### src/core/blscr_pkg.sv
// Package: register map, field layout and carrier types of the blit/line setup and clip registers
package blscr_pkg;

   // Bus geometry
   localparam int          ADR_W = 12;
   localparam int          DAT_W = 32;

   // Register byte offsets
   localparam logic [11:0] CMD_OFS    = 12'h200;
   localparam logic [11:0] DEST_OFS   = 12'h208;
   localparam logic [11:0] SRC_OFS    = 12'h20c;
   localparam logic [11:0] CMP_OFS    = 12'h210;
   localparam logic [11:0] CLIPUL_OFS = 12'h214;
   localparam logic [11:0] CLIPLR_OFS = 12'h218;

   // Writable bits; reserved bits are not stored and read as zero
   localparam logic [31:0] CMD_MASK    = 32'h88000003;
   localparam logic [31:0] DEST_MASK   = 32'hffffffff;
   localparam logic [31:0] SRC_MASK    = 32'h1fffffff;
   localparam logic [31:0] CMP_MASK    = 32'h0000ffff;
   localparam logic [31:0] CLIP_MASK   = 32'h03ff07ff;
   localparam logic [31:0] REG_RST     = 32'h00000000;

   // Command bits
   localparam int          CMD_LINE_BIT    = 0;
   localparam int          CMD_BPP16_BIT   = 1;
   localparam int          CMD_AUTOGO_BIT  = 27;
   localparam int          CMD_CMPDST_BIT  = 31;

   // Coordinate and offset fields
   localparam int          X_LSB     = 0;
   localparam int          X_MSB     = 11;
   localparam int          Y_LSB     = 16;
   localparam int          Y_MSB     = 27;
   localparam int          HOFS_LSB  = 13;
   localparam int          HOFS_MSB  = 15;
   localparam int          OCT_LSB   = 29;
   localparam int          OCT_MSB   = 31;
   localparam int          DLT_LSB   = 12;
   localparam int          DLT_MSB   = 28;
   localparam int          FRAC_W    = 4;
   localparam int          COLOR_MSB = 15;
   localparam int          BYTE_MSB  = 7;
   localparam int          CLIPX_MSB = 10;
   localparam int          CLIPY_LSB = 16;
   localparam int          CLIPY_MSB = 25;

   // Block-transfer view of the origin registers
   typedef struct packed {
      logic [2:0]  rowOfs;
      logic [11:0] destY;
      logic [2:0]  pixOfs;
      logic [11:0] destX;
      logic [11:0] srcY;
      logic [11:0] srcX;
   } blscr_blit_t;

   // Line-draw view of the origin registers
   typedef struct packed {
      logic [2:0]  octant;
      logic        yMajor;
      logic        negX;
      logic        negY;
      logic [11:0] startX;
      logic [11:0] startY;
      logic [12:0] majorInt;
      logic [3:0]  majorFrac;
      logic [12:0] minorInt;
      logic [3:0]  minorFrac;
   } blscr_line_t;

   // Clip rectangle
   typedef struct packed {
      logic [10:0] left;
      logic [9:0]  top;
      logic [10:0] right;
      logic [9:0]  bottom;
   } blscr_clip_t;

endpackage

### src/core/blscr_regs.sv
// Module: drawing-engine setup registers on a classic Wishbone slave, with clip and colour checks
//
// Function
// - Blit dest origin: X 11:0, Y 27:16
// - Bits 15:13 give pattern start pixel 0-7
// - Bits 31:29 give pattern start row 0-7
// - Line: start X 11:0, major delta 28:12
// - Bits 31:29 octant: major axis and directions
// - Blit source origin: X 11:0, Y 27:16
// - Line: start Y 11:0, minor delta 28:12
// - Low four delta bits are fraction bits
// - Compare colour 15:0 against chosen pixel
// - Suppress pixels left of left clip
// - Suppress pixels above top clip
// - Suppress pixels beyond right or bottom clip
// - Dest origin write starts command when enabled
//
// The Wishbone register port was left to the implementer.
`timescale 1ns/100ps
`default_nettype none
module blscr_regs (
   input  wire logic                   clock,
   input  wire logic                   nrst,
   input  wire logic                   cyc_i,
   input  wire logic                   stb_i,
   input  wire logic                   we_i,
   input  wire logic [blscr_pkg::ADR_W-1:0] adr_i,
   input  wire logic [3:0]             sel_i,
   input  wire logic [blscr_pkg::DAT_W-1:0] dat_i,
   output logic [blscr_pkg::DAT_W-1:0] dat_o,
   output logic                        ack_o,
   input  wire logic                   pixValid,
   input  wire logic [11:0]            pixX,
   input  wire logic [11:0]            pixY,
   input  wire logic [15:0]            srcColor,
   input  wire logic [15:0]            dstColor,
   output logic                        pixWrite,
   output logic                        pixTransparent,
   output logic                        lineMode,
   output blscr_pkg::blscr_blit_t      blitSetup,
   output blscr_pkg::blscr_line_t      lineSetup,
   output blscr_pkg::blscr_clip_t      clipSetup,
   output logic                        startPulse
);
   import blscr_pkg::*;

   logic        rstMeta;
   logic        rstN;
   logic [31:0] cmdReg;
   logic [31:0] destReg;
   logic [31:0] srcReg;
   logic [31:0] cmpReg;
   logic [31:0] clipUlReg;
   logic [31:0] clipLrReg;
   logic        busReq;
   logic        busWr;
   logic        hitDest;
   logic [31:0] next_dat;
   logic        insideClip;
   logic        colorMatch;
   logic [15:0] cmpPixel;

   // Byte-lane merge of bus write data, reserved bits forced to zero
   function automatic logic [31:0] merge(input logic [31:0] old, input logic [31:0] wd,
                                         input logic [3:0] sel, input logic [31:0] mask);
      logic [31:0] res;
      res = old;
      for (int b = 0; b < 4; b++) begin
         if (sel[b]) begin
            res[b*8 +: 8] = wd[b*8 +: 8];
         end
      end
      return res & mask;
   endfunction

   // Octant code to major axis and step directions
   function automatic logic [2:0] octDecode(input logic [2:0] oct);
      return {oct[0] ^ oct[1], oct[1] ^ oct[2], oct[2]};
   endfunction

   // Reset release through two flops so deassertion is clean
   always_ff @(posedge clock or negedge nrst) begin
      if (!nrst) begin
         rstMeta <= 1'b0;
         rstN    <= 1'b0;
      end else begin
         rstMeta <= 1'b1;
         rstN    <= rstMeta;
      end
   end

   // Request seen for the first time; ack drops the cycle after it is given
   assign busReq  = cyc_i && stb_i && !ack_o;
   assign busWr   = busReq && we_i;
   assign hitDest = busWr && (adr_i == DEST_OFS);

   // Single-wait-state acknowledge, also for unmapped addresses
   always_ff @(posedge clock or negedge rstN) begin
      if (!rstN) begin
         ack_o <= 1'b0;
      end else begin
         ack_o <= busReq;
      end
   end

   // Register writes take effect in the same edge that raises ack
   always_ff @(posedge clock or negedge rstN) begin
      if (!rstN) begin
         cmdReg    <= REG_RST;
         destReg   <= REG_RST;
         srcReg    <= REG_RST;
         cmpReg    <= REG_RST;
         clipUlReg <= REG_RST;
         clipLrReg <= REG_RST;
      end else if (busWr) begin
         unique case (adr_i)
            CMD_OFS: begin
               cmdReg <= merge(cmdReg, dat_i, sel_i, CMD_MASK);
            end
            DEST_OFS: begin
               destReg <= merge(destReg, dat_i, sel_i, DEST_MASK);
            end
            SRC_OFS: begin
               srcReg <= merge(srcReg, dat_i, sel_i, SRC_MASK);
            end
            CMP_OFS: begin
               cmpReg <= merge(cmpReg, dat_i, sel_i, CMP_MASK);
            end
            CLIPUL_OFS: begin
               clipUlReg <= merge(clipUlReg, dat_i, sel_i, CLIP_MASK);
            end
            CLIPLR_OFS: begin
               clipLrReg <= merge(clipLrReg, dat_i, sel_i, CLIP_MASK);
            end
            default: begin
               cmdReg <= cmdReg; // Unmapped writes are acked and dropped
            end
         endcase
      end
   end

   // Read mux; unmapped addresses read zero
   always_comb begin
      unique case (adr_i)
         CMD_OFS:    next_dat = cmdReg;
         DEST_OFS:   next_dat = destReg;
         SRC_OFS:    next_dat = srcReg;
         CMP_OFS:    next_dat = cmpReg;
         CLIPUL_OFS: next_dat = clipUlReg;
         CLIPLR_OFS: next_dat = clipLrReg;
         default:    next_dat = 32'h00000000;
      endcase
   end

   always_ff @(posedge clock or negedge rstN) begin
      if (!rstN) begin
         dat_o <= 32'h00000000;
      end else if (busReq && !we_i) begin
         dat_o <= next_dat;
      end
   end

   // Command kick: one pulse per dest origin write when auto-start is set
   always_ff @(posedge clock or negedge rstN) begin
      if (!rstN) begin
         startPulse <= 1'b0;
      end else begin
         startPulse <= hitDest && cmdReg[CMD_AUTOGO_BIT];
      end
   end

   // Layout views; the unused view is held at zero so the datapath cannot mix them
   always_ff @(posedge clock or negedge rstN) begin
      if (!rstN) begin
         lineMode  <= 1'b0;
         blitSetup <= '0;
         lineSetup <= '0;
      end else begin
         lineMode <= cmdReg[CMD_LINE_BIT];
         if (cmdReg[CMD_LINE_BIT]) begin
            blitSetup <= '0;
            lineSetup.octant    <= destReg[OCT_MSB:OCT_LSB];
            {lineSetup.yMajor, lineSetup.negX, lineSetup.negY} <=
               octDecode(destReg[OCT_MSB:OCT_LSB]);
            lineSetup.startX    <= destReg[X_MSB:X_LSB];
            lineSetup.startY    <= srcReg[X_MSB:X_LSB];
            lineSetup.majorInt  <= destReg[DLT_MSB:DLT_LSB+FRAC_W];
            lineSetup.majorFrac <= destReg[DLT_LSB+FRAC_W-1:DLT_LSB];
            lineSetup.minorInt  <= srcReg[DLT_MSB:DLT_LSB+FRAC_W];
            lineSetup.minorFrac <= srcReg[DLT_LSB+FRAC_W-1:DLT_LSB];
         end else begin
            lineSetup <= '0;
            blitSetup.destX  <= destReg[X_MSB:X_LSB];
            blitSetup.destY  <= destReg[Y_MSB:Y_LSB];
            blitSetup.pixOfs <= destReg[HOFS_MSB:HOFS_LSB];
            blitSetup.rowOfs <= destReg[OCT_MSB:OCT_LSB];
            blitSetup.srcX   <= srcReg[X_MSB:X_LSB];
            blitSetup.srcY   <= srcReg[Y_MSB:Y_LSB];
         end
      end
   end

   // Clip rectangle copy for the datapath
   always_ff @(posedge clock or negedge rstN) begin
      if (!rstN) begin
         clipSetup <= '0;
      end else begin
         clipSetup.left   <= clipUlReg[CLIPX_MSB:0];
         clipSetup.top    <= clipUlReg[CLIPY_MSB:CLIPY_LSB];
         clipSetup.right  <= clipLrReg[CLIPX_MSB:0];
         clipSetup.bottom <= clipLrReg[CLIPY_MSB:CLIPY_LSB];
      end
   end

   // Edges are inclusive: only strictly outside pixels are dropped
   assign insideClip = (pixX >= {1'b0, clipUlReg[CLIPX_MSB:0]})
                    && (pixY >= {2'b00, clipUlReg[CLIPY_MSB:CLIPY_LSB]})
                    && (pixX <= {1'b0, clipLrReg[CLIPX_MSB:0]})
                    && (pixY <= {2'b00, clipLrReg[CLIPY_MSB:CLIPY_LSB]});

   // In 8 bpp only the low byte takes part in the compare
   assign cmpPixel   = cmdReg[CMD_CMPDST_BIT] ? dstColor : srcColor;
   assign colorMatch = cmdReg[CMD_BPP16_BIT]
                     ? (cmpPixel == cmpReg[COLOR_MSB:0])
                     : (cmpPixel[BYTE_MSB:0] == cmpReg[BYTE_MSB:0]);

   // Per-pixel verdicts, one cycle after the pixel is presented
   always_ff @(posedge clock or negedge rstN) begin
      if (!rstN) begin
         pixWrite       <= 1'b0;
         pixTransparent <= 1'b0;
      end else begin
         pixWrite       <= pixValid && insideClip;
         pixTransparent <= pixValid && colorMatch;
      end
   end

   // Checks
   a_ack_single: assert property (@(posedge clock) disable iff (!rstN)
      ack_o |=> !ack_o)
      else $error("ack held longer than one cycle");

   a_ack_answers_req: assert property (@(posedge clock) disable iff (!rstN)
      (cyc_i && stb_i && !ack_o) |=> ack_o)
      else $error("request not acknowledged next cycle");

   a_start_on_write: assert property (@(posedge clock) disable iff (!rstN)
      (hitDest && cmdReg[CMD_AUTOGO_BIT]) |=> startPulse)
      else $error("dest write with auto-start gave no start pulse");

   a_start_has_cause: assert property (@(posedge clock) disable iff (!rstN)
      startPulse |-> $past(hitDest) && $past(cmdReg[CMD_AUTOGO_BIT]))
      else $error("start pulse without dest write");

   a_clip_left_top: assert property (@(posedge clock) disable iff (!rstN)
      (pixValid && ((pixX < {1'b0, clipUlReg[CLIPX_MSB:0]})
         || (pixY < {2'b00, clipUlReg[CLIPY_MSB:CLIPY_LSB]}))) |=> !pixWrite)
      else $error("pixel outside left/top clip written");

   a_clip_right_bottom: assert property (@(posedge clock) disable iff (!rstN)
      (pixValid && ((pixX > {1'b0, clipLrReg[CLIPX_MSB:0]})
         || (pixY > {2'b00, clipLrReg[CLIPY_MSB:CLIPY_LSB]}))) |=> !pixWrite)
      else $error("pixel outside right/bottom clip written");

   a_clip_inside: assert property (@(posedge clock) disable iff (!rstN)
      (pixValid && (pixX >= {1'b0, clipUlReg[CLIPX_MSB:0]})
         && (pixY >= {2'b00, clipUlReg[CLIPY_MSB:CLIPY_LSB]})
         && (pixX <= {1'b0, clipLrReg[CLIPX_MSB:0]})
         && (pixY <= {2'b00, clipLrReg[CLIPY_MSB:CLIPY_LSB]})) |=> pixWrite)
      else $error("pixel inside clip suppressed");

   // Datapath copy of the right/bottom edges trails the register by one cycle
   a_clip_copy: assert property (@(posedge clock) disable iff (!rstN)
      1'b1 |=> (clipSetup.right == $past(clipLrReg[CLIPX_MSB:0]))
         && (clipSetup.bottom == $past(clipLrReg[CLIPY_MSB:CLIPY_LSB])))
      else $error("right/bottom clip copy wrong");

   a_transp_match: assert property (@(posedge clock) disable iff (!rstN)
      (pixValid && cmdReg[CMD_BPP16_BIT]
         && ((cmdReg[CMD_CMPDST_BIT] ? dstColor : srcColor) == cmpReg[COLOR_MSB:0]))
      |=> pixTransparent)
      else $error("matching colour not flagged transparent");

   a_transp_low_byte: assert property (@(posedge clock) disable iff (!rstN)
      (pixValid && !cmdReg[CMD_BPP16_BIT]
         && ((cmdReg[CMD_CMPDST_BIT] ? dstColor[BYTE_MSB:0] : srcColor[BYTE_MSB:0])
            == cmpReg[BYTE_MSB:0]))
      |=> pixTransparent)
      else $error("matching low byte not flagged transparent");

   a_transp_miss: assert property (@(posedge clock) disable iff (!rstN)
      (pixValid && cmdReg[CMD_BPP16_BIT]
         && ((cmdReg[CMD_CMPDST_BIT] ? dstColor : srcColor) != cmpReg[COLOR_MSB:0]))
      |=> !pixTransparent)
      else $error("differing colour flagged transparent");

   a_octant_map: assert property (@(posedge clock) disable iff (!rstN)
      lineMode |-> (lineSetup.yMajor == (lineSetup.octant inside {3'h1, 3'h2, 3'h5, 3'h6}))
         && (lineSetup.negX == (lineSetup.octant inside {3'h2, 3'h3, 3'h4, 3'h5}))
         && (lineSetup.negY == lineSetup.octant[2]))
      else $error("octant decode wrong");

   a_blit_fields: assert property (@(posedge clock) disable iff (!rstN)
      !cmdReg[CMD_LINE_BIT] |=>
         (blitSetup.destX == $past(destReg[X_MSB:X_LSB]))
         && (blitSetup.destY == $past(destReg[Y_MSB:Y_LSB]))
         && (blitSetup.rowOfs == $past(destReg[OCT_MSB:OCT_LSB])) && !lineMode)
      else $error("blit origin fields wrong");

   a_line_delta: assert property (@(posedge clock) disable iff (!rstN)
      cmdReg[CMD_LINE_BIT] |=>
         ({lineSetup.minorInt, lineSetup.minorFrac} == $past(srcReg[DLT_MSB:DLT_LSB]))
         && (lineSetup.startY == $past(srcReg[X_MSB:X_LSB])) && (blitSetup == '0))
      else $error("line minor delta or start Y wrong");

endmodule
`default_nettype wire

### config.mk
export PLATFORM = sky130hd
export DESIGN_NAME = blscr_regs
export DESIGN_NICKNAME = d
export VERILOG_FILES = /design/src/core/blscr_pkg.sv /design/src/core/blscr_regs.sv
export SDC_FILE = /design/constraint.sdc
export NUM_CORES = 1
export LEC_CHECK = 0
export ABC_AREA = 0
export BUFFER_PORTS_ARGS = -buffer_cell sky130_fd_sc_hd__buf_4
export CAP_MARGIN = 25
export CORE_ASPECT_RATIO = 0.5
export CORE_MARGIN = 2
export CORE_UTILIZATION = 49
export CTS_BUF_LIST = sky130_fd_sc_hd__clkbuf_16
export CTS_CLUSTER_SIZE = 40
export DETAILED_ROUTE_END_ITERATION = 10
export MAX_ROUTING_LAYER = met4
export PLACE_DENSITY_LB_ADDON = 0.2
export REMOVE_ABC_BUFFERS = 1
export SETUP_SLACK_MARGIN = 0.5
export SKIP_CTS_REPAIR_TIMING = 1
export SLEW_MARGIN = 15
export SYNTH_ARGS = -nofsm -noshare
export SYNTH_HDL_FRONTEND = slang
export SYNTH_SLANG_ARGS = --single-unit
### constraint.sdc
create_clock -name clock -period 9.1 [get_ports clock]
set_input_delay 1.82 -clock clock [delete_from_list [all_inputs] [get_ports clock]]
set_output_delay 1.82 -clock clock [all_outputs]
set_load 0.01 [all_outputs]
# Yosys cells after proc, flatten, opt, wreduce, memory -nomap -nowiden
# Index checks and enable logic that the tools add are counted.
# Widths: inputs -> output; s select.
[op_classes]
order_cmp = 4
n_eq_ne = 8
muxes = 5
bitwise = 2
reduce_logical = 33
[op_table]
columns = ["operator", "count"]
rows = [
  ["$pmux 32 s6", 1],
  ["$eq 12x10->1 const B", 6],
  ["$mux 64", 1],
  ["$reduce_and 3->1", 20],
  ["$mux 54", 1],
  ["$eq 16x16->1", 1],
  ["$mux 16", 1],
  ["$ge 12x10->1", 1],
  ["$ge 12x11->1", 1],
  ["$le 12x10->1", 1],
  ["$le 12x11->1", 1],
  ["$logic_and 1x1->1", 11],
  ["$eq 8x8->1", 1],
  ["$logic_not 1->1", 2],
  ["$xor 1x1->1", 2],
  ["$mux 1", 1],
]
[word_totals]
reg_bits = 322
inputBits = 110
out_inout_bits = 197

# Logic depth before layout (Yosys ltp)
[depth]
ltp_word = 5
mapped_depth = 8
mapped_depth_nobuf = 7

# Worst setup path before layout
# No wires, ideal clock.
[synth_path]
path_kind = "in2reg"
start = "input port adr_i[7] (netlist name)"
end = "register destReg[16]"
setup_ns = 0.125
t_arrival_ns = 3.776
required_time_ns = 8.975
path_slack_ns = 5.200
stages = 6
n_path_buf = 1
path_cell_list = "or4b_4 or3_4 or3_1 buf_6 nor2_8 mux2_2"
[synth_via]
elab_chain_cells = 2
[synth_rtl]
columns = ["item", "line", "text"]
rows = [
  ["start: declaration", "blscr_regs.sv:27", "input wire logic [blscr_pkg::ADR_W-1:0] adr_i,"],
  ["$eq 12x10->1", "blscr_regs.sv:116", "unique case (adr_i)"],
  ["$reduce_and 3->1 (no line)", "--", ""],
  ["end signal: assignment", "blscr_regs.sv:121", "destReg <= merge(destReg, dat_i, sel_i, DEST_MASK);"],
  ["end: declaration", "blscr_regs.sv:50", "logic [31:0] destReg;"],
]
# Every way passes these cells.
# A chain may end at the register's enable or synchronous reset.

# Worst setup path in the final report
[layout_path]
start = "input port adr_i[7] (netlist name)"
end = "register clipLrReg[22]"
[layout_via]
elab_chain_cells = 2
[layout_rtl]
columns = ["item", "line", "text"]
rows = [
  ["$eq 12x10->1", "blscr_regs.sv:116", ""],
  ["$reduce_and 3->1 (no line)", "--", ""],
  ["end signal: assignment", "blscr_regs.sv:133", "clipLrReg <= merge(clipLrReg, dat_i, sel_i, CLIP_MASK);"],
  ["end: declaration", "blscr_regs.sv:54", "logic [31:0] clipLrReg;"],
]
# Every way passes these cells.

==> key figures <==
GRT
  – GRT Total Usage: 26.01%
  – First-pass GRT wire length: 54,480 um
  – Vias in the first global route: 9,492
  – Largest net degree at the start of global routing: 121
  – Initial antenna violation count: 1
  – Congestion Overflow GR: 0

Clock network
  – Clock slew at reported path FFs: 0.07 ns
  – Clock Tree Root: clkbuf_16
  – TritonCTS clock tree: done
  – Clock Tree Buf Depth: 3
  – Clock sinks: 321
  – CTS buffer count: 29
  – H-tree depth: 1
  – Clk_lat worst skew: 0.56 ns

Final layout
  – Layout cells sized above 1: 39.14%
  – Synthesis-to-layout area growth: 28.97%
  – Fin nets: 1,460
  – Util after Layout: 64.18%
  – Final cell count without fillers: 1,684

Worst setup path
  – CP arrival: 4.50 ns
  – Worst setup SP type: input port
  – CP max stage cell: or4b_4
  – Data required, critical path: 9.54 ns
  – CP Capture Type: register
  – Crit Path Max Fanout: 12
  – Worst path cell trace: buf_4, or4b_4, nor4_2, buf_4, and2_1, nand3_1, mux2_2
  – Max incr delay on CP: 0.59 ns
  – Most used cell along the critical path: buf_4
  – Worst setup path category: in2reg

Logic synthesis
  – Yosys Warn Count: 0
  – Sequential area share after synthesis: 61.19%
  – Synthesized instance count: 1,000
  – Asr flop ratio synth: 100.0%
  – Yosys cell types: 52
  – Synth top area cells: dfrtp_1, mux2_2, ha_1, and2_1, nor2b_1
  – Synthesized area per cell: 13.13 um2
  – Synth Cell Area: 0.01313 mm2
  – List of most frequent post-synthesis cells: dfrtp_1, mux2_2, and2_1
  – Seq cells post-synth: 321
  – Ys flop type: dfrtp_1
  – Leading area contributor after synthesis: dfrtp_1
  – Most frequent cell after synthesis: dfrtp_1
  – Top cell type's share of synthesized area: 61.19%
  – Post-synth EDFFs: 0

STA
  – Final worst setup slack: 5.044 ns
  – Final hold violations: 0
  – Worst Skew: 0.01487 ns
  – Final TNS setup: 0 ns
  – Final Max Slew Viols: 0
  – RSZ-0062 raised after global routing: false
  – Achievable clock frequency: 246.6 MHz
  – Slew Limit Headroom: 27.48%
  – Endpoints failing setup: 0
  – Tcrit/Tclk final: 44.57%
  – Measured slew at the worst slew-check pin: 1.082 ns
  – Fin crit period: 4.056 ns

Detailed routing
  – Via density: 5.397
  – Number of iterations in the first detailed-routing pass: 6
  – Met3 WL: 1676 um
  – DR vias: 9,089
  – Drc violations: 0
  – Top Metal Used: met4
  – Wirelength per Cell: 21.08 um
  – WL met2: 17,170 um
  – Post-route ant nets: 0
  – Drt total wl: 35,510 um
  – Met1 wire length: 15,680 um
  – Starting DRC count in detailed routing: 522

Die
  – Die Area: 0.02820 mm2
  – Num rows: 42
  – Starting Density: 49.76%
  – Core Region: 0.02638 mm2
  – I/O pins: 307
  – Die Wd: 235.5 um
  – DIE HEIGHT: 119.7 um

Run status
  – Outcome: finished clean

Worst hold path
  – Hold WC Path Type: reg2async

Pwr
  – Leakage: 8.717 nW
  – Final Power: 2.902 mW
  – Worst VDD drop: 0.1296 mV
  – Total power per unit cell area: 171.4 mW/mm2

Placement
  – DP Cell Count: 1,625
  – Buffers on Ports: 306
  – Final Wtd Congestion: 0.9020
  – Dpl ws: 4.464 ns
  – DP HPWL: 25,110 um

Run
  – Max Cap Violations: 0
[where the power goes]
group / switching, mW / total, mW / internal [mW]
clock network: 0.557 / 1.34 / 0.783
logic: 0.0749 / 0.130 / 0.0551
registers: 0.00299 / 1.43 / 1.43
[flip-flops by register name, summed over array words and instances (netlist names)]
register        flops
srcReg             29
clipLrReg          21
cmdReg              4
startPulse          1
ack_o               1
destReg            32
lineMode            1
cmpReg             16
dat_o              32
clipUlReg          21
pixTransparent      1
rstN                1
clipSetup          42
blitSetup          54
rstMeta             1
pixWrite            1
lineSetup          63
[worst max-delay path, delay by kind of cell]
kind	cells	cell delay, ns
buffers and inverters	2	0.39
AND/OR/NAND/NOR	4	1.86
multiplexers	1	0.43
[routing by layer]
layer | up-vias | track usage (%)
li1 | 4083 | -
met1 | 4681 | 35.21
met2 | 260 | 41.53
met3 | 65 | 3.911
met4 | 0 | 7.285
met5 | - | -
[stage by stage]
step                hold slack [ns]  area (um2)
finish                       0.2102       16930
global route                 0.2360       16930
CTS                          0.2218       16830
detailed placement           0.2183       15800
global placement             0.2100       15800
floorplan                    0.3312       12950
[cell families (layout without fill, tap and decap cells)]
family | after synthesis | after routing | share of synthesized area (%)
AO/OA/AOI/OAI | 111 | 111 | 5.929
XOR/XNOR | 18 | 18 | 1.201
adder cells (fa/ha/maj) | 42 | 42 | 4.003
buffers and inverters | 88 | 419 | 2.650
flip-flops | 321 | 321 | 61.19
multiplexers | 153 | 153 | 13.04
other | 1 | 2 | 0.02857
AND/OR/NAND/NOR | 266 | 266 | 11.96
[final timing paths]
check                          from            end  slack, ns  cells past startpoint
max                        adr_i[7]  clipLrReg[22]       5.04                      7
min                            rstN  lineSetup[39]       0.21                      0
max reg2reg                   ack_o       dat_o[2]       6.07                      6
min reg2reg                    rstN  lineSetup[39]       0.21                      0
max in group asynchronous      rstN   clipSetup[5]       7.17                      3
min in group clock          rstMeta           rstN       0.35                      0
[cells in the final DEF (no fill, tap or decap), types with 24 or more instances in the layout]
cell type and n:
nor2b_1 59, buf_4 316, nand2_1 48, clkbuf_16 29, o21ai_0 29, and2_1 64, dfrtp_1 319, inv_1 47
ha_1 42, nand3_1 24, mux2_2 132
[area by class of cell]
cell class / count / area (um2)
Antenna cell: 1 / 2.502
Inverter: 45 / 168.9
Multi-Input combinational cell: 591 / 4776
Clock buffer: 29 / 725.7
Fill cell: 2101 / 9449
Sequential cell: 321 / 8040
Tap cell: 352 / 440.4
Timing Repair Buffer: 320 / 2467
Clock inverter: 25 / 310.3
Note: power is estimated with default switching activity, not from simulation.
